===== src/verilog/sar_adc_pkg.sv =====
package sar_adc_pkg;

  // Clock and analog timing
  localparam int CLK_PERIOD_NS = 10;
  localparam int SAMPLE_TIME_NS = 1000;
  localparam int STAB_TIME_NS = 1000;
  localparam int BIT_TIME_NS = 100;

  // Least time rounded up to whole cycles, never below one
  function automatic int min_cycles(input int ns);
    int c;
    c = (ns + CLK_PERIOD_NS - 1) / CLK_PERIOD_NS;
    return (c < 1) ? 1 : c;
  endfunction

  localparam int SAMPLE_CYC = min_cycles(SAMPLE_TIME_NS);
  localparam int STAB_CYC = min_cycles(STAB_TIME_NS);
  localparam int BIT_CYC = min_cycles(BIT_TIME_NS);

  // Converter geometry
  localparam int RES_BITS = 10;
  localparam int NUM_CH = 8;
  localparam int CH_W = 3;
  localparam int CNT_W = 16;
  localparam int PF_W = 8;
  localparam int IRQ_W = 2;

  // Register byte addresses
  localparam logic [11:0] ADDR_CTRL = 12'h000;
  localparam logic [11:0] ADDR_CHSEL = 12'h004;
  localparam logic [11:0] ADDR_PFT = 12'h008;
  localparam logic [11:0] ADDR_STATE = 12'h00c;
  localparam logic [11:0] ADDR_IRQ_STAT = 12'h010;
  localparam logic [11:0] ADDR_IRQ_CLR = 12'h014;
  localparam logic [11:0] ADDR_IRQ_EN = 12'h018;
  localparam logic [11:0] ADDR_RESULT = 12'h020;
  localparam int RESULT_IDX_LSB = 2;
  localparam int RESULT_BLK_LSB = 5;

  // Control register fields
  localparam int CTRL_W = 8;
  localparam int CTRL_EN_BIT = 0;
  localparam int CTRL_SCAN_BIT = 1;
  localparam int CTRL_CONT_BIT = 2;
  localparam int CTRL_TRIG_LSB = 4;
  localparam int CTRL_PF_EN_BIT = 6;
  localparam int CTRL_PF_COND_BIT = 7;

  // Interrupt status bits
  localparam int IRQ_CONV_END_BIT = 0;
  localparam int IRQ_TRIG_LOST_BIT = 1;

  typedef enum logic [1:0] {TRIG_SW, TRIG_EXT, TRIG_TMR0, TRIG_TMR1}
    trig_mode_e;

endpackage


===== src/verilog/sar_adc_sequencer.sv =====
`timescale 1ns/100ps
// Contract
// - Enable starts software mode, else awaits trigger
// - Conversion start samples the selected channel
// - Hold after sampling period until bits done
// - First trial sets bit 9, half reference
// - Keep MSB if input at or above half reference
// - Then set bit 8, level by bit 9
// - Keep bit 8 at or above level
// - Repeat trial steps down to bit 0
// - Store result, then raise conversion end interrupt
// - One-shot stops after one conversion or scan
// - Continuous select repeats until enable cleared
// - Trigger modes return to standby after one-shot
// - Standby follows stabilization; triggers accepted then
// - Continuous select power-fail gates interrupt, always stores
// - Continuous scan ascends from channel 0 upward
// - Scan power-fail compares channel 0 upper byte
// - Continuous scan restarts from channel 0 unless disabled
module sar_adc_sequencer #(
  parameter int SAMPLE_CYCLES = sar_adc_pkg::SAMPLE_CYC,
  parameter int STAB_CYCLES = sar_adc_pkg::STAB_CYC,
  parameter int BIT_CYCLES = sar_adc_pkg::BIT_CYC
) (
  input wire logic pclk,
  input wire logic presetn,
  input wire logic psel,
  input wire logic penable,
  input wire logic pwrite,
  input wire logic [11:0] paddr,
  input wire logic [31:0] pwdata,
  output logic [31:0] prdata,
  output logic pready,
  output logic pslverr,
  input wire logic comp_above,
  input wire logic ext_trigger,
  input wire logic timer_trigger0,
  input wire logic timer_trigger1,
  output logic sample_hold,
  output logic [sar_adc_pkg::CH_W-1:0] analog_channel,
  output logic [sar_adc_pkg::RES_BITS-1:0] dac_code,
  output logic conversion_end_irq
);
  import sar_adc_pkg::*;

  typedef enum {ST_IDLE, ST_STAB, ST_STANDBY, ST_SAMPLE, ST_CONVERT,
    ST_STORE} seq_state_e;

  // One-hot trial bit of the approximation register
  function automatic logic [RES_BITS-1:0] trial_bit(input int idx);
    trial_bit = '0;
    trial_bit[idx] = 1'b1;
  endfunction

  // Power-fail test on the upper eight result bits
  function automatic logic pf_match(input logic [RES_BITS-1:0] res,
                                    input logic [PF_W-1:0] thr,
                                    input logic cond);
    logic [PF_W-1:0] upper;
    upper = res[RES_BITS-1 -: PF_W];
    pf_match = cond ? (upper >= thr) : (upper < thr);
  endfunction

  // Register state
  logic [CTRL_W-1:0] ctrl_r, ctrl_nxt;
  logic [CH_W-1:0] chsel_r, chsel_nxt;
  logic [PF_W-1:0] pft_r, pft_nxt;
  logic [IRQ_W-1:0] stat_r, stat_nxt;
  logic [IRQ_W-1:0] ien_r, ien_nxt;
  logic [31:0] prdata_r, prdata_nxt;
  logic pready_r, pready_nxt;
  logic pslverr_r, pslverr_nxt;
  logic irq_r, irq_nxt;

  // Sequencer state
  seq_state_e state_r, state_nxt;
  logic [CNT_W-1:0] cnt_r, cnt_nxt;
  logic [RES_BITS-1:0] sar_r, sar_nxt;
  logic [3:0] bit_r, bit_nxt;
  logic [CH_W-1:0] ch_r, ch_nxt;
  logic sh_r, sh_nxt;
  logic [RES_BITS-1:0] result_r [NUM_CH];
  logic [RES_BITS-1:0] result_nxt [NUM_CH];

  // Synchronisers for pins from the analog and timer side
  logic cmp_s1_r, cmp_s2_r;
  logic [2:0] trg_s1_r, trg_s2_r, trg_s3_r;

  logic wr_en, start_req, enable, scan, cont, pf_on, trig_hit, last_ch;
  logic store_en, conv_event, trig_lost;
  logic [CH_W-1:0] first_ch;
  logic [2:0] trg_edge;
  trig_mode_e trig_mode;

  assign enable = ctrl_r[CTRL_EN_BIT];
  assign scan = ctrl_r[CTRL_SCAN_BIT];
  assign cont = ctrl_r[CTRL_CONT_BIT];
  assign pf_on = ctrl_r[CTRL_PF_EN_BIT] & cont;
  assign trig_mode = trig_mode_e'(ctrl_r[CTRL_TRIG_LSB +: 2]);
  assign first_ch = scan ? '0 : chsel_r;
  assign last_ch = scan ? (ch_r == chsel_r) : 1'b1;
  assign trg_edge = trg_s2_r & ~trg_s3_r;

  // Trigger source chosen by mode; edges from the second stage only
  always_comb begin
    case (trig_mode)
      TRIG_EXT: trig_hit = trg_edge[0];
      TRIG_TMR0: trig_hit = trg_edge[1];
      TRIG_TMR1: trig_hit = trg_edge[2];
      default: trig_hit = 1'b0;
    endcase
  end

  // Two flops before any logic sees a pin
  always_ff @(posedge pclk or negedge presetn) begin
    if (!presetn) begin
      cmp_s1_r <= 1'b0;
      cmp_s2_r <= 1'b0;
      trg_s1_r <= '0;
      trg_s2_r <= '0;
      trg_s3_r <= '0;
    end else begin
      cmp_s1_r <= comp_above;
      cmp_s2_r <= cmp_s1_r;
      trg_s1_r <= {timer_trigger1, timer_trigger0, ext_trigger};
      trg_s2_r <= trg_s1_r;
      trg_s3_r <= trg_s2_r;
    end
  end

  // APB: one wait state, write lands on the completing edge
  assign wr_en = psel & penable & pready_r & pwrite;
  assign start_req = wr_en & (paddr == ADDR_CTRL) & pwdata[CTRL_EN_BIT];

  always_comb begin
    ctrl_nxt = ctrl_r;
    chsel_nxt = chsel_r;
    pft_nxt = pft_r;
    ien_nxt = ien_r;
    prdata_nxt = prdata_r;
    pslverr_nxt = 1'b0;
    pready_nxt = psel & penable & ~pready_r;
    // Set wins over clear so no event is dropped
    stat_nxt = stat_r;
    if (wr_en && paddr == ADDR_IRQ_CLR) begin
      stat_nxt = stat_r & ~pwdata[IRQ_W-1:0];
    end
    stat_nxt[IRQ_CONV_END_BIT] = stat_nxt[IRQ_CONV_END_BIT] | conv_event;
    stat_nxt[IRQ_TRIG_LOST_BIT] = stat_nxt[IRQ_TRIG_LOST_BIT] | trig_lost;
    if (wr_en) begin
      if (paddr == ADDR_CTRL) begin
        ctrl_nxt = pwdata[CTRL_W-1:0];
      end else if (paddr == ADDR_CHSEL) begin
        chsel_nxt = pwdata[CH_W-1:0];
      end else if (paddr == ADDR_PFT) begin
        pft_nxt = pwdata[PF_W-1:0];
      end else if (paddr == ADDR_IRQ_EN) begin
        ien_nxt = pwdata[IRQ_W-1:0];
      end
    end
    // Read data and error are launched with pready
    if (pready_nxt) begin
      prdata_nxt = '0;
      if (paddr == ADDR_CTRL) begin
        prdata_nxt[CTRL_W-1:0] = ctrl_r;
      end else if (paddr == ADDR_CHSEL) begin
        prdata_nxt[CH_W-1:0] = chsel_r;
      end else if (paddr == ADDR_PFT) begin
        prdata_nxt[PF_W-1:0] = pft_r;
      end else if (paddr == ADDR_STATE) begin
        prdata_nxt[CH_W+3:0] = {ch_r, bit_r};
        prdata_nxt[CH_W+4] = (state_r == ST_STANDBY);
        prdata_nxt[CH_W+5] = (state_r != ST_IDLE);
      end else if (paddr == ADDR_IRQ_STAT) begin
        prdata_nxt[IRQ_W-1:0] = stat_r;
      end else if (paddr == ADDR_IRQ_CLR) begin
        prdata_nxt = '0;
      end else if (paddr == ADDR_IRQ_EN) begin
        prdata_nxt[IRQ_W-1:0] = ien_r;
      end else if (paddr[11:RESULT_BLK_LSB] ==
                   ADDR_RESULT[11:RESULT_BLK_LSB]) begin
        prdata_nxt[RES_BITS-1:0] =
          result_r[paddr[RESULT_BLK_LSB-1:RESULT_IDX_LSB]];
      end else begin
        pslverr_nxt = 1'b1;
      end
    end
    // Registered status feeds the line, so it rises after the store
    irq_nxt = |(stat_r & ien_r);
  end

  always_ff @(posedge pclk or negedge presetn) begin
    if (!presetn) begin
      ctrl_r <= '0;
      chsel_r <= '0;
      pft_r <= '0;
      stat_r <= '0;
      ien_r <= '0;
      prdata_r <= '0;
      pready_r <= 1'b0;
      pslverr_r <= 1'b0;
      irq_r <= 1'b0;
    end else begin
      ctrl_r <= ctrl_nxt;
      chsel_r <= chsel_nxt;
      pft_r <= pft_nxt;
      stat_r <= stat_nxt;
      ien_r <= ien_nxt;
      prdata_r <= prdata_nxt;
      pready_r <= pready_nxt;
      pslverr_r <= pslverr_nxt;
      irq_r <= irq_nxt;
    end
  end

  // Sequencer: stabilize, sample, ten trials, store, then decide
  always_comb begin
    state_nxt = state_r;
    cnt_nxt = cnt_r;
    sar_nxt = sar_r;
    bit_nxt = bit_r;
    ch_nxt = ch_r;
    store_en = 1'b0;
    conv_event = 1'b0;
    trig_lost = 1'b0;
    result_nxt = result_r;
    case (state_r)
      ST_IDLE: begin
        if (start_req) begin
          state_nxt = ST_STAB;
          cnt_nxt = '0;
        end
      end
      ST_STAB: begin
        if (cnt_r == CNT_W'(STAB_CYCLES - 1)) begin
          cnt_nxt = '0;
          ch_nxt = first_ch;
          if (trig_mode == TRIG_SW) begin
            state_nxt = ST_SAMPLE;
          end else begin
            state_nxt = ST_STANDBY;
          end
        end else begin
          cnt_nxt = cnt_r + 1'b1;
        end
      end
      ST_STANDBY: begin
        // Triggers count only once stabilized
        if (trig_hit) begin
          state_nxt = ST_SAMPLE;
          ch_nxt = first_ch;
          cnt_nxt = '0;
        end
      end
      ST_SAMPLE: begin
        if (cnt_r == CNT_W'(SAMPLE_CYCLES - 1)) begin
          state_nxt = ST_CONVERT;
          sar_nxt = trial_bit(RES_BITS - 1);
          bit_nxt = 4'(RES_BITS - 1);
          cnt_nxt = '0;
        end else begin
          cnt_nxt = cnt_r + 1'b1;
        end
      end
      ST_CONVERT: begin
        // Full bit time lets the DAC settle and the compare sync
        if (cnt_r == CNT_W'(BIT_CYCLES - 1)) begin
          cnt_nxt = '0;
          if (!cmp_s2_r) begin
            sar_nxt = sar_r & ~trial_bit(int'(bit_r));
          end
          if (bit_r == 4'h0) begin
            state_nxt = ST_STORE;
          end else begin
            bit_nxt = bit_r - 1'b1;
            sar_nxt = sar_nxt | trial_bit(int'(bit_r) - 1);
          end
        end else begin
          cnt_nxt = cnt_r + 1'b1;
        end
      end
      ST_STORE: begin
        store_en = 1'b1;
        result_nxt[ch_r] = sar_r;
        if (pf_on) begin
          conv_event = (!scan || ch_r == '0) &&
                       pf_match(sar_r, pft_r, ctrl_r[CTRL_PF_COND_BIT]);
        end else begin
          conv_event = last_ch;
        end
        cnt_nxt = '0;
        if (!last_ch) begin
          ch_nxt = ch_r + 1'b1;
          state_nxt = ST_SAMPLE;
        end else if (cont) begin
          ch_nxt = first_ch;
          state_nxt = ST_SAMPLE;
        end else if (trig_mode == TRIG_SW) begin
          state_nxt = ST_IDLE;
        end else begin
          state_nxt = ST_STANDBY;
        end
      end
      default: state_nxt = ST_IDLE;
    endcase
    // A trigger while busy is dropped but reported
    if (trig_hit && state_r != ST_STANDBY && state_r != ST_IDLE) begin
      trig_lost = enable;
    end
    // Abort: no store, no interrupt
    if (!enable && state_r != ST_IDLE) begin
      state_nxt = ST_IDLE;
      store_en = 1'b0;
      conv_event = 1'b0;
      result_nxt = result_r;
    end
    sh_nxt = (state_nxt == ST_SAMPLE);
  end

  always_ff @(posedge pclk or negedge presetn) begin
    if (!presetn) begin
      state_r <= ST_IDLE;
      cnt_r <= '0;
      sar_r <= '0;
      bit_r <= '0;
      ch_r <= '0;
      sh_r <= 1'b0;
      for (int i = 0; i < NUM_CH; i++) begin
        result_r[i] <= '0;
      end
    end else begin
      state_r <= state_nxt;
      cnt_r <= cnt_nxt;
      sar_r <= sar_nxt;
      bit_r <= bit_nxt;
      ch_r <= ch_nxt;
      sh_r <= sh_nxt;
      result_r <= result_nxt;
    end
  end

  // Outputs straight from flops
  assign prdata = prdata_r;
  assign pready = pready_r;
  assign pslverr = pslverr_r;
  assign sample_hold = sh_r;
  assign analog_channel = ch_r;
  assign dac_code = sar_r;
  assign conversion_end_irq = irq_r;

  // Checks beside the logic they guard
  a_sw_start: assert property (@(posedge pclk) disable iff (!presetn)
    (state_r == ST_STAB && cnt_r == CNT_W'(STAB_CYCLES - 1) && enable &&
     trig_mode == TRIG_SW) |=> state_r == ST_SAMPLE)
    else $error("software start did not sample");
  a_sample_out: assert property (@(posedge pclk) disable iff (!presetn)
    sample_hold == (state_r == ST_SAMPLE))
    else $error("sample output mismatch");
  a_hold_convert: assert property (@(posedge pclk) disable iff (!presetn)
    (state_r == ST_SAMPLE && state_nxt == ST_CONVERT) |->
    cnt_r == CNT_W'(SAMPLE_CYCLES - 1) ##1 !sample_hold)
    else $error("hold not entered after sampling period");
  a_msb_trial: assert property (@(posedge pclk) disable iff (!presetn)
    (state_r == ST_CONVERT && $past(state_r) == ST_SAMPLE) |->
    (dac_code == trial_bit(RES_BITS - 1) && bit_r == 4'(RES_BITS - 1)))
    else $error("first trial is not bit 9");
  a_bit_keep: assert property (@(posedge pclk) disable iff (!presetn)
    (state_r == ST_CONVERT && enable && cmp_s2_r &&
     cnt_r == CNT_W'(BIT_CYCLES - 1)) |=> sar_r[$past(bit_r)])
    else $error("trial bit lost although input above level");
  a_bit_clear: assert property (@(posedge pclk) disable iff (!presetn)
    (state_r == ST_CONVERT && enable && !cmp_s2_r &&
     cnt_r == CNT_W'(BIT_CYCLES - 1)) |=> !sar_r[$past(bit_r)])
    else $error("trial bit kept although input below level");
  a_next_trial: assert property (@(posedge pclk) disable iff (!presetn)
    (state_r == ST_CONVERT && enable && bit_r != 4'h0 &&
     cnt_r == CNT_W'(BIT_CYCLES - 1)) |=>
    (bit_r == $past(bit_r) - 1'b1 && sar_r[bit_r]))
    else $error("next lower trial bit not set");
  a_store_irq: assert property (@(posedge pclk) disable iff (!presetn)
    (state_r == ST_STORE && enable && conv_event && ien_r[0] &&
     !stat_r[IRQ_CONV_END_BIT] && !irq_r) |=>
    (result_r[$past(ch_r)] == $past(sar_r) && !conversion_end_irq ##1
     conversion_end_irq))
    else $error("result or interrupt order wrong");
  a_oneshot_stop: assert property (@(posedge pclk) disable iff (!presetn)
    (state_r == ST_STORE && last_ch && !cont) |=>
    (state_r == ST_IDLE || state_r == ST_STANDBY))
    else $error("one-shot did not stop");
  a_abort_idle: assert property (@(posedge pclk) disable iff (!presetn)
    (!enable && state_r != ST_IDLE) |=>
    (state_r == ST_IDLE && !$rose(stat_r[IRQ_CONV_END_BIT])))
    else $error("abort did not return to idle");

endmodule


===== config.mk =====
export PLATFORM = sky130hd
export DESIGN_NAME = sar_adc_sequencer
export DESIGN_NICKNAME = d
export VERILOG_FILES = /design/src/verilog/sar_adc_pkg.sv /design/src/verilog/sar_adc_sequencer.sv
export SDC_FILE = /design/constraint.sdc
export NUM_CORES = 1
export LEC_CHECK = 0
export ABC_AREA = 1
export BUFFER_PORTS_ARGS = -buffer_cell sky130_fd_sc_hd__buf_2
export CORE_MARGIN = 3
export CORE_UTILIZATION = 55
export DETAILED_ROUTE_END_ITERATION = 6
export PLACE_DENSITY = 0.73
export SYNTH_ARGS = -nofsm -noshare
export SYNTH_HDL_FRONTEND = slang
export SYNTH_SLANG_ARGS = --single-unit

===== constraint.sdc =====
create_clock -name pclk -period 2.71 [get_ports pclk]
set_clock_uncertainty 0.2 [all_clocks]
set_input_delay 0.542 -clock pclk [delete_from_list [all_inputs] [get_ports pclk]]
set_output_delay 0.542 -clock pclk [all_outputs]
set_load 0.05 [all_outputs]

# After elaboration in Yosys (flattened, before gate mapping)
# Cells that the tools add are included.
# Widths: inputs -> output; s select.
[totals]
ff_bits = 215
in_bits = 53
wordCells = 218
[classes]
n_addsub = 4
magnitude_cmp = 9
n_eq_ne = 28
muxes = 94
n_bitwise = 24
n_reduce_logical = 31
[ops]
columns = ["op", "n"]
rows = [
  ["$mux 10", 25],
  ["$mux 32", 7],
  ["$pmux 32 s6", 1],
  ["$mux 30", 5],
  ["$eq 32x3->1 const B", 4],
  ["$bwmux 80", 1],
  ["$pmux 16 s5", 1],
  ["$eq 32x2->1 const B", 2],
  ["$mux 16", 4],
  ["$mux 24", 2],
  ["$eq 12x5->1 const B", 3],
  ["$eq 32x1->1 const B", 1],
  ["$logic_not 32->1", 1],
  ["$mux 8", 4],
  ["$ne 32x3->1 const B", 1],
  ["$reduce_bool 32->1", 1],
  ["$bmux 10 s3", 1],
  ["$demux 10 s3", 1],
  ["$mux 29", 1],
  ["$eq 12x4->1 const B", 2],
  ["$mux 23", 1],
  ["$pmux 10 s2", 1],
  ["$mux 1", 18],
  ["$mux 3", 6],
  ["other kinds (54)", 96],
]

# Longest topological paths before layout
# Gate-level depths: netlist of run 1.
[depth]
depth_word = 31
mapped_depth = 13
ltp_nobuf = 12

# Worst setup path after synthesis of run 1
# No wires, ideal clock.
[synth_path]
path_kind = "register to register"
from = "reg sar_r[2] (netlist: dac_code[2])"
to = "reg stat_r[0]"
setup_time_ns = 0.120
arrival_time_ns = 1.920
required_ns = 2.390
setup_slack_ns = 0.470
path_stages_with_launch = 12
path_buffers = 0
cell_sequence = "dfrtp_1 -> clkinv_1 -> ha_1 -> inv_1 -> a21oi_1 -> o21a_1 -> o21bai_1 -> o21ai_0 -> nand2_1 -> nand3_1 -> nand2_1 -> nand2_1"
[synth_between]
elab_chain_cells = 7
word_cells_on_any_way = 8
cone_classes = "2 x order compare; 4 x mux; 1 x bitwise; 1 x reduce/logical"
[synth_rtl]
columns = ["element", "line", "rtl"]
rows = [
  ["start: declaration", "sar_adc_sequencer.sv:78", "logic [RES_BITS-1:0] sar_r, sar_nxt;"],
  ["start signal: assignment", "sar_adc_sequencer.sv:334", "sar_r <= sar_nxt;"],
  ["$lt 8x8->1 or $ge 8x8->1 (tied branches)", "sar_adc_sequencer.sv:61", "pf_match = cond ? (upper >= thr) : (upper < thr);"],
  ["$mux 1 *", "sar_adc_sequencer.sv:61", ""],
  ["$logic_and 1x1->1 *", "sar_adc_sequencer.sv:286", "conv_event = (!scan || ch_r == '0) &&"],
  ["$mux 1 *", "sar_adc_sequencer.sv:285", "if (pf_on) begin"],
  ["$mux 1 *", "sar_adc_sequencer.sv:227", "case (state_r)"],
  ["$mux 1 *", "sar_adc_sequencer.sv:311", "if (!enable && state_r != ST_IDLE) begin"],
  ["$or 1x1->1 *", "sar_adc_sequencer.sv:148", "stat_nxt[IRQ_CONV_END_BIT] = stat_nxt[IRQ_CONV_END_BIT] | conv_event;"],
  ["via stat_nxt[0]", "sar_adc_sequencer.sv:68", "logic [IRQ_W-1:0] stat_r, stat_nxt;"],
  ["end signal: assignment", "sar_adc_sequencer.sv:207", "stat_r <= stat_nxt;"],
  ["end: declaration", "sar_adc_sequencer.sv:68", ""],
]
# Mark *: on every way through the listed nets, which the timed path passes. The rest lies on a longest branch.
# A chain may end at the register's enable or synchronous reset.

# Worst setup path in the final report of run 1
[layout_path]
from = "reg state_r[20]"
to = "reg result_r[55] in the netlist's numbering"
[layout_between]
elab_chain_cells = 4
word_cells_on_any_way = 5
cone_classes = "1 x eq/ne; 1 x bitwise; 3 x reduce/logical"
[layout_rtl]
columns = ["element", "line", "rtl"]
rows = [
  ["start: declaration", "sar_adc_sequencer.sv:76", "seq_state_e state_r, state_nxt;"],
  ["start signal: assignment", "sar_adc_sequencer.sv:332", "state_r <= state_nxt;"],
  ["$reduce_bool 32->1", "sar_adc_sequencer.sv:311", ""],
  ["$logic_and 1x1->1", "sar_adc_sequencer.sv:311", ""],
  ["$not 1->1 (no source line)", "--", ""],
  ["$reduce_and 2->1 (no source line) *", "--", ""],
  ["end signal: assignment", "sar_adc_sequencer.sv:338", "result_r <= result_nxt;"],
  ["end: declaration", "sar_adc_sequencer.sv:82", "logic [RES_BITS-1:0] result_r [NUM_CH];"],
]
# Mark *: on every way between the ends. The rest lies on a longest branch, timed or not.

==> results of run 1 <==
[placed cells by master, fill, tap and decap left out, types with 6 or more instances in the layout]
| cell | instances |
|---|---|
| nand3_1 | 67 |
| o21ai_0 | 68 |
| nand4_1 | 14 |
| a31oi_1 | 6 |
| inv_1 | 92 |
| mux2_2 | 6 |
| nor4_1 | 6 |
| o21ai_1 | 79 |
| dfrtp_1 | 193 |
| conb_1 | 51 |
| xnor2_1 | 7 |
| clkbuf_16 | 17 |
| nor3_1 | 13 |
| nor2_1 | 76 |
| nor2_2 | 14 |
| a21oi_1 | 29 |
| nand2_1 | 318 |
| ha_1 | 18 |
| buf_4 | 25 |
| o21ai_2 | 13 |
| nand2_2 | 7 |
| buf_2 | 54 |
| o211ai_1 | 11 |
| nand2_4 | 6 |
[metal layers]
layer	GRT usage (%)	part of all wire, %
met3	5.24	7.1
met1	37.4	46
met5	0	0
met2	37.8	44
met4	8.39	2.4
[cell type report]
cell class              count  area (sq um)
repair buffers             88           582
well taps                 220           275
clock inverters             5          80.1
inverters                 100           375
flip-flops and latches    193          4830
fillers                  1421          6040
clock buffers              24           482
multi-input cells         853          4280
[state kept, by name (all words and copies together) (netlist names), 2 cells and up]
register / cells
pft_r: 8
trg_s3_r: 3
prdata: 10
ien_r: 2
trg_s1_r: 3
bit_r: 4
chsel_r: 3
result_r: 80
ctrl_r: 8
trg_s2_r: 3
analog_channel: 3
dac_code: 10
cnt_r: 16
state_r: 32
stat_r: 2
[worst min-delay path by stage]
stage / from / end / slack, ns / cells after the start
final: pwdata[4] / ctrl_r[4] / 0.13 / 3
after global placement: trg_s1_r[1] / trg_s2_r[1] / 0.13 / 0
after floorplan: presetn / analog_channel[0] / 0.05 / 0
after detailed placement: cmp_s1_r / cmp_s2_r / 0.14 / 0
after CTS: pwdata[4] / ctrl_r[4] / 0.12 / 3
after global routing: pwdata[6] / ctrl_r[6] / 0.13 / 3
[power by group through the flow]
| stage | combinational (mW) | sequential (mW) | clock, mW |
|---|---|---|---|
| after global placement | 0.332 | 2.99 | 0 |
| after floorplan | 0.168 | 3.04 | 0 |
| final | 0.341 | 2.94 | 2.43 |
| after detailed placement | 0.334 | 2.99 | 0 |
| after CTS | 0.341 | 2.94 | 2.47 |
| after global routing | 0.373 | 2.94 | 2.62 |
[kinds of logic after synthesis]
logic type	count (synthesis)	share of synthesized area, %
multiplexers	6	0.697
buffers and inverters	160	8.03
adder cells (fa/ha/maj)	18	2.32
AND/OR/NAND/NOR	535	24.5
other	1	0.0387
XOR/XNOR	12	1.08
AO/OA/AOI/OAI	231	13.5
flip-flops	193	49.8
[worst register-to-register path, cell delays in order (launching register included)]
cell and delay, ns:
dfrtp_1 0.36, nor2_1 0.12, nand2_1 0.09, nor2_2 0.23, nand2_2 0.15, nor2_4 0.18, inv_2 0.06, nand2_2 0.11
nand2_4 0.11, nor2_8 0.18, nand2_4 0.23, nand2_1 0.16, o21ai_2 0.06
[per-stage QoR]
stage | std cells | power [mW] | hold WS [ns]
2_1_floorplan | 1206 | 3.20 | 0.0464
3_3_place_gp | 1449 | 3.32 | 0.133
3_5_place_dp | 1449 | 3.33 | 0.137
4_1_cts | 1483 | 5.75 | 0.116
5_1_grt | 1483 | 5.94 | 0.127
6_report | 1483 | 5.71 | 0.125
==> metrics.csv, run 1 <==
metric;value;unit
run status;completed;
Critical Path Slowest Stage Cell;dfrtp_1;
# H-tree levels;4;
number of buffers created by CTS;17;
number of failing setup endpoints in the final timing report;0;
number of enable-type register cells in the synthesized netlist;0;
post-CTS setup buffer count;0;
share of the clock period used by the worst path after layout;86.6;%
final estimated routing congestion in global placement;0.957;
cells along the critical path;nor2_1 -> nand2_1 -> nor2_2 -> nand2_2 -> nor2_4 -> inv_2 -> nand2_2 -> nand2_4 -> nor2_8 -> nand2_4 -> nand2_1 -> o21ai_2;
antenna violations before repair;0;
1st-iter DRT viols;716;
initial core utilization;57.2;%
power per cell area;524;mW/mm^2
Internal Pwr Total;4.41;mW
cts repair resizes;0;
portion of total power attributed to the clock network;42.6;%
Final Hold Viols;0;
clock-pin transition on the worst setup and hold timing paths;0.06;ns
Most used DFF post-synth;dfrtp_1;
proportion of power drawn by combinational gates;6.0;%
critical path class;reg2reg;
Synth area leader;dfrtp_1;
element type at the critical path end;flip-flop;
setup slack of the worst register-to-register path;0.36;ns
maximum ir drop on the vdd rail;0.000484;V
I/O Pins;102;
total buffers and inverters traversed by the critical path;1;
sum of routed wire length over all layers;23900;um
DIE HEIGHT;139;um
Non-Filler Cell Area, Final;0.0109;sq mm
Antenna Nets Post-Route;0;
Post-Route Setup TNS;0;ns
count of antenna diodes in the layout;0;
cell types occupying the most area after synthesis;dfrtp_1 (50%), nand2_1 (12%), o21ai_1 (4.1%);
Reg-to-Reg End;result_r[55];
power share of the sequential group;51.4;%
total number of vias;8070;
total of buffers placed on input and output ports;55;
distinct cell type count after synthesis;45;
family with the most delay on the worst path;simple AND/OR/NAND/NOR gates;
wire length per cell;16.1;um
Clock Path Buffers;2;
DRC violation count after routing;0;
most common cell in the synthesized netlist;nand2_1;
worst slew pin tran;0.601;ns
pre-CTS WS;0.269;ns
PnR worst setup slack;0.364;ns
First-pass DRT Iterations;5;
horizontal extent of the die;139;um
launch instance of the worst register-to-register path;state_r[20];
CP max FO;20;
power spent charging and discharging nets;1.30;mW
number of clock sinks seen by CTS;193;
Cell Area, Synth;0.00970;sq mm
die area;0.0193;sq mm
switching share of power;22.8;%
end of the critical path;result_r[55];
global-route wire length before repair;39600;um
share of layout cells above drive strength 1;13.6;%
biggest cell delay along the critical path;0.36;ns
count of nets after finishing;1324;
grt total ovfl;0;
HPWL after detailed placement;17100;um
post-synthesis register bit count;193;
Fmax;0.426;GHz
remaining max-slew budget at the tightest pin;59.9;%
dpl cell area;0.0103;sq mm
clk root buf;clkbuf_16;
routed vias/inst;5.44;
R2R cell count;12;
per-instance average area after synthesis;8.39;sq um
cell depth of the worst setup path;12;
cell types with the highest counts after synthesis;nand2_1 (318), dfrtp_1 (193), inv_1 (92), o21ai_1 (79), nor2_1 (76);
required time of the critical path;2.82;ns
number of max-cap violations;0;
proportion of netlist area held by the largest area contributor;49.8;%
TritonCTS clock tree;built;
Pleak;5.21;nW
post-layout utilization of the core;64.4;%
CP Launch Type;flip-flop;
WP data arrival;2.46;ns
largest net degree at the start of global routing;73;
GRT Resource Usage Total;25.4;%
fin crit period;2.35;ns
FFs w/ async S/R, synth;100;%
HP Class;in2reg;
count of warnings emitted by yosys;0;
setup repair after global routing missed its margin;no;
vias in the first global route;7643;
synthesized netlist cell count;1156;
core box area;0.0169;sq mm
startpoint of the most critical setup path;state_r[20];
sequential-to-total area share from yosys stat;49.8;%
Synth-to-Final Area Change;12.4;%
later-pin clock latency in the skew report;0.44;ns
number of hold-repair buffers added at the cts stage;5;
Max Slew Vio Count;0;
number of rows in the core area;47;
(Power assumes the default switching activity.)
==> inputs of run 2 (changes only) <==
- CORE_ASPECT_RATIO: not set -> 1.2
==> metrics.csv, run 2 (synthesized netlist as in run 1, its figures left out) <==
metric;value;unit
run status;completed;
Synth-to-Final Area Change;12.1;%
power per cell area;537;mW/mm^2
critical path class;reg2reg;
largest net degree at the start of global routing;65;
remaining max-slew budget at the tightest pin;56.4;%
WP data arrival;2.56;ns
initial core utilization;56.7;%
Critical Path Slowest Stage Cell;dfrtp_1;
element type at the critical path end;flip-flop;
HPWL after detailed placement;16800;um
count of nets after finishing;1318;
launch instance of the worst register-to-register path;state_r[14];
later-pin clock latency in the skew report;0.43;ns
proportion of power drawn by combinational gates;5.7;%
core box area;0.0171;sq mm
antenna violations before repair;0;
gr busiest metal;met2;
global-route wire length before repair;38500;um
Clock Path Buffers;2;
total of buffers placed on input and output ports;55;
cts repair resizes;0;
Most flops, register;result_r;
DIE HEIGHT;151;um
Antenna Nets Post-Route;0;
power share of the sequential group;50.3;%
cells along the critical path;nor2_1 -> nand2_1 -> nor2_4 -> inv_1 -> nor3_1 -> nand2_1 -> nand3_1 -> o21ai_0 -> nor2_1 -> nand2_1 -> o21ai_0;
final estimated routing congestion in global placement;0.955;
number of failing setup endpoints in the final timing report;0;
clk root buf;clkbuf_16;
clock-pin transition on the worst setup and hold timing paths;0.07;ns
worst slew pin tran;0.653;ns
sum of routed wire length over all layers;23900;um
share of layout cells above drive strength 1;13.7;%
routed vias/inst;5.47;
Final Hold Viols;0;
count of antenna diodes in the layout;0;
CP max FO;7;
I/O Pins;102;
number of buffers created by CTS;17;
CP Launch Type;flip-flop;
GRT Resource Usage Total;25.3;%
most common cell type on the critical path;nand2_1;
Hold Path Origin;pwdata[4];
share of the clock period used by the worst path after layout;89.3;%
total buffers and inverters traversed by the critical path;1;
number of rows in the core area;52;
power spent charging and discharging nets;1.45;mW
M3 GR Usage;6.00;%
Post-Route Setup TNS;0;ns
commonest cells after routing, fill and taps aside;nand2_1 (318), dfrtp_1 (193), inv_1 (92);
vias in the first global route;7827;
M1 GR Usage;31.5;%
pre-CTS WS;0.297;ns
DRC violation count after routing;0;
biggest cell delay along the critical path;0.36;ns
number of clock sinks seen by CTS;193;
total power;5.84;mW
setup repair after global routing missed its margin;no;
grt total ovfl;0;
Max Slew Vio Count;0;
Pleak;5.20;nW
PnR worst setup slack;0.290;ns
max FFs per register;80;
startpoint of the most critical setup path;state_r[14];
wire length per cell;16.2;um
required time of the critical path;2.85;ns
horizontal extent of the die;127;um
Fmax;0.413;GHz
# H-tree levels;4;
largest registers in the final layout;result_r: 80 flops, state_r: 32 flops, cnt_r: 16 flops;
maximum ir drop on the vdd rail;0.000396;V
total number of vias;8070;
First-pass DRT Iterations;6;
TritonCTS clock tree;built;
portion of total power attributed to the clock network;43.9;%
number of max-cap violations;0;
most common cell after layout, fill and taps aside;nand2_1;
1st-iter DRT viols;764;
family with the most delay on the worst path;simple AND/OR/NAND/NOR gates;
HP Class;in2reg;
Internal Pwr Total;4.38;mW
fin crit period;2.42;ns
switching share of power;24.9;%
tightest hold margin;0.128;ns
die area;0.0193;sq mm
met2 Use GR;42.5;%
run 2: cell count changes in the layout (fill, tap and decap cells not counted), sizes merged:
cell      previous run  this run
inv                 97       104
clkbuf              25        19
buf                 82        76
clkinv               4         7
clkinvlp             2         1
run 2: path summary, 6_finish.rpt:
kind,to,slack (ns),depth (start not counted)
min in group asynchronous,result_r[51],0.39,2
min,ctrl_r[4],0.13,3
max,analog_channel[0],0.29,11
max reg2reg,analog_channel[0],0.29,11
max in group asynchronous,pslverr,1.15,3
min reg2reg,cmp_s2_r,0.15,0
run 2: per-stage QoR:
step	cells	utilization (%)	cell area, sq um
finish	1476	63.5	10900
global route	1476	63.5	10900
CTS	1473	63.4	10800
detailed placement	1439	59.8	10200
global placement	1439	59.8	10200
floorplan	1206	-	9880
run 2: per-layer routing:
layer	wire, um	part of all wire [%]
met1	9870	41
met5	0	0
met3	1500	6.3
met2	11800	49
met4	695	2.9
run 2: cell type report:
type	instances	area [sq um]
Timing Repair Buffer	82	524
Inverter	100	375
Sequential cell	193	4830
Tap cell	216	270
Multi-Input combinational cell	853	4280
Clock inverter	14	169
Clock buffer	18	429
Fill cell	1484	6240
run 2: power groups by stage:
stage / clock (mW) / sequential [mW] / combinational (mW)
2_1_floorplan: 0 / 3.04 / 0.168
3_3_place_gp: 0 / 2.99 / 0.327
3_5_place_dp: 0 / 2.99 / 0.330
4_1_cts: 2.59 / 2.94 / 0.333
5_1_grt: 2.70 / 2.94 / 0.365
6_report: 2.56 / 2.94 / 0.335
run 2: worst min-delay path, cell delays in order:
cell and delay, ns:
buf_2 0.08, nand2_1 0.04, o21ai_0 0.05
run 2: repair_timing:
action,in CTS,in global routing
hold buffers,2,3
hold endpoints to repair,32,3
buffers inserted,0,0
==> inputs of run 3 (changes only) <==
- CORE_UTILIZATION: 55 -> 25
- PLACE_DENSITY: 0.73 -> 0.39
- SLEW_MARGIN: not set -> 20
==> metrics.csv, run 3 (synthesized netlist as in run 1, its figures left out) <==
metric;value;unit
WP data arrival;2.45;ns
setup repair after global routing missed its margin;no;
I/O Pins;102;
pre-CTS WS;0.142;ns
R2R cell count;13;
most common cell after layout, fill and taps aside;nand2_1;
total of buffers placed on input and output ports;55;
commonest cells after routing, fill and taps aside;nand2_1 (318), dfrtp_1 (193), inv_1 (92);
Reg-to-Reg End;result_r[45];
worst slew pin tran;0.567;ns
wire length per cell;16.6;um
HPWL after detailed placement;21500;um
max FFs per register;80;
Fmax;0.427;GHz
DIE HEIGHT;222;um
Hold Path Origin;trg_s1_r[1];
run status;completed;
total buffers and inverters traversed by the critical path;2;
PnR worst setup slack;0.366;ns
biggest cell delay along the critical path;0.36;ns
maximum ir drop on the vdd rail;0.000304;V
post-CTS setup buffer count;0;
count of antenna diodes in the layout;0;
number of buffers created by CTS;17;
core box area;0.0381;sq mm
horizontal extent of the die;186;um
element type at the critical path end;flip-flop;
M1 GR Usage;18.4;%
sum of routed wire length over all layers;29000;um
cells along the critical path;nor2_1 -> nand3_2 -> nor2_2 -> nand2_2 -> nor2_4 -> inv_2 -> nand2_2 -> nand2_4 -> nor2_4 -> nand2_1 -> buf_12 -> nand2_1 -> o21ai_1;
CP max FO;16;
met2 Use GR;25.2;%
initial core utilization;25.5;%
Pleak;5.27;nW
1st-iter DRT viols;445;
CP Launch Type;flip-flop;
routed vias/inst;4.49;
gr busiest metal;met2;
Clock Path Buffers;2;
# H-tree levels;4;
critical path class;reg2reg;
global-route wire length before repair;46400;um
required time of the critical path;2.82;ns
worst hold path depth;0;
Critical Path Slowest Stage Cell;dfrtp_1;
share of the clock period used by the worst path after layout;86.5;%
largest net degree at the start of global routing;51;
clock-pin transition on the worst setup and hold timing paths;0.07;ns
clk root buf;clkbuf_16;
number of max-cap violations;0;
GRT Resource Usage Total;14.6;%
DRC violation count after routing;0;
Final Hold Viols;0;
grt total ovfl;0;
power per cell area;512;mW/mm^2
M3 GR Usage;2.30;%
Post-Place Cells;1715;
count of nets after finishing;1330;
share of layout cells above drive strength 1;14.4;%
fin crit period;2.34;ns
TritonCTS clock tree;built;
family with the most delay on the worst path;simple AND/OR/NAND/NOR gates;
launch instance of the worst register-to-register path;state_r[5];
largest registers in the final layout;result_r: 80 flops, state_r: 32 flops, cnt_r: 16 flops;
Most flops, register;result_r;
terminating pin of the worst hold path;trg_s2_r[1];
Synth-to-Final Area Change;17.1;%
total number of vias;7864;
Antenna Nets Post-Route;0;
Post-Route Setup TNS;0;ns
non-filler cells in the finished layout;1752;
number of failing setup endpoints in the final timing report;0;
number of clock sinks seen by CTS;193;
Max Slew Vio Count;0;
setup slack of the worst register-to-register path;0.37;ns
later-pin clock latency in the skew report;0.44;ns
antenna violations before repair;0;
remaining max-slew budget at the tightest pin;61.9;%
HP Class;reg2reg;
die area;0.0412;sq mm
First-pass DRT Iterations;4;
final estimated routing congestion in global placement;0.821;
vias in the first global route;7925;
number of rows in the core area;78;
run 3: changes by cell type in the layout (fill, tap and decap cells not counted):
cell | previous run | this run
buf_12 | 2 | 9
buf_4 | 20 | 25
bufinv_16 | 2 | 1
clkbuf_1 | 1 | 2
clkbuf_8 | 1 | 2
clkinv_2 | 0 | 2
clkinv_4 | 4 | 0
clkinvlp_4 | 1 | 3
inv_6 | 5 | 4
run 3: cell type report:
type	instances	area, sq um
timing repair buffer	94	702
sequential	193	4830
multi-input combinational	853	4280
clock buffer	20	447
clock inverter	12	120
tap	480	601
fill	4158	26700
inverter	100	375
run 3: metal layers:
metal	vias up	share of wire [%]
met2	134	51
met1	3744	44
met5	-	0
met4	0	2.9
li1	3949	-
met3	37	2.7
run 3: through the flow:
step           hold slack [ns]  power, mW  util, %  area [sq um]
3_5_place_dp             0.138       3.37     28.2         10700
6_report                 0.152       5.82     29.8         11300
2_1_floorplan           0.0464       3.20        -          9880
5_1_grt                  0.141       6.08     29.8         11300
3_3_place_gp             0.138       3.37     28.2         10700
4_1_cts                  0.137       5.93     29.8         11300
run 3: timing repair:
item	CTS	global route
endpoints found under the hold margin	49	0
resized for setup	0	0
setup endpoints to repair	0	0
hold buffers	5	0
run 3: worst max path at each step:
stage                      startpoint                end  slack (ns)  cells past startpoint
final                      state_r[5]       result_r[45]        0.37                     13
after floorplan           dac_code[2]          stat_r[0]        0.47                     11
after global placement       paddr[6]           cnt_r[3]        0.21                     11
after CTS                  state_r[5]       result_r[45]        0.33                     13
after global routing      state_r[12]  analog_channel[0]        0.07                     11
after detailed placement     paddr[6]           cnt_r[3]        0.14                     11
run 3: worst register-to-register path, stage by stage, from the launching register on:
cell and delay [ns]:
dfrtp_1 0.36, nor2_1 0.12, nand3_2 0.18, nor2_2 0.18
nand2_2 0.08, nor2_4 0.15, inv_2 0.06, nand2_2 0.13
nand2_4 0.11, nor2_4 0.14, nand2_1 0.18, buf_12 0.21
nand2_1 0.06, o21ai_1 0.06
run 3: where the power goes:
part | switching (mW) | leakage (nW) | internal [mW] | total [mW]
combinational | 0.282 | 2.53 | 0.0847 | 0.367
sequential | 0.0204 | 2.47 | 2.92 | 2.94
clock | 1.19 | 0.272 | 1.32 | 2.51
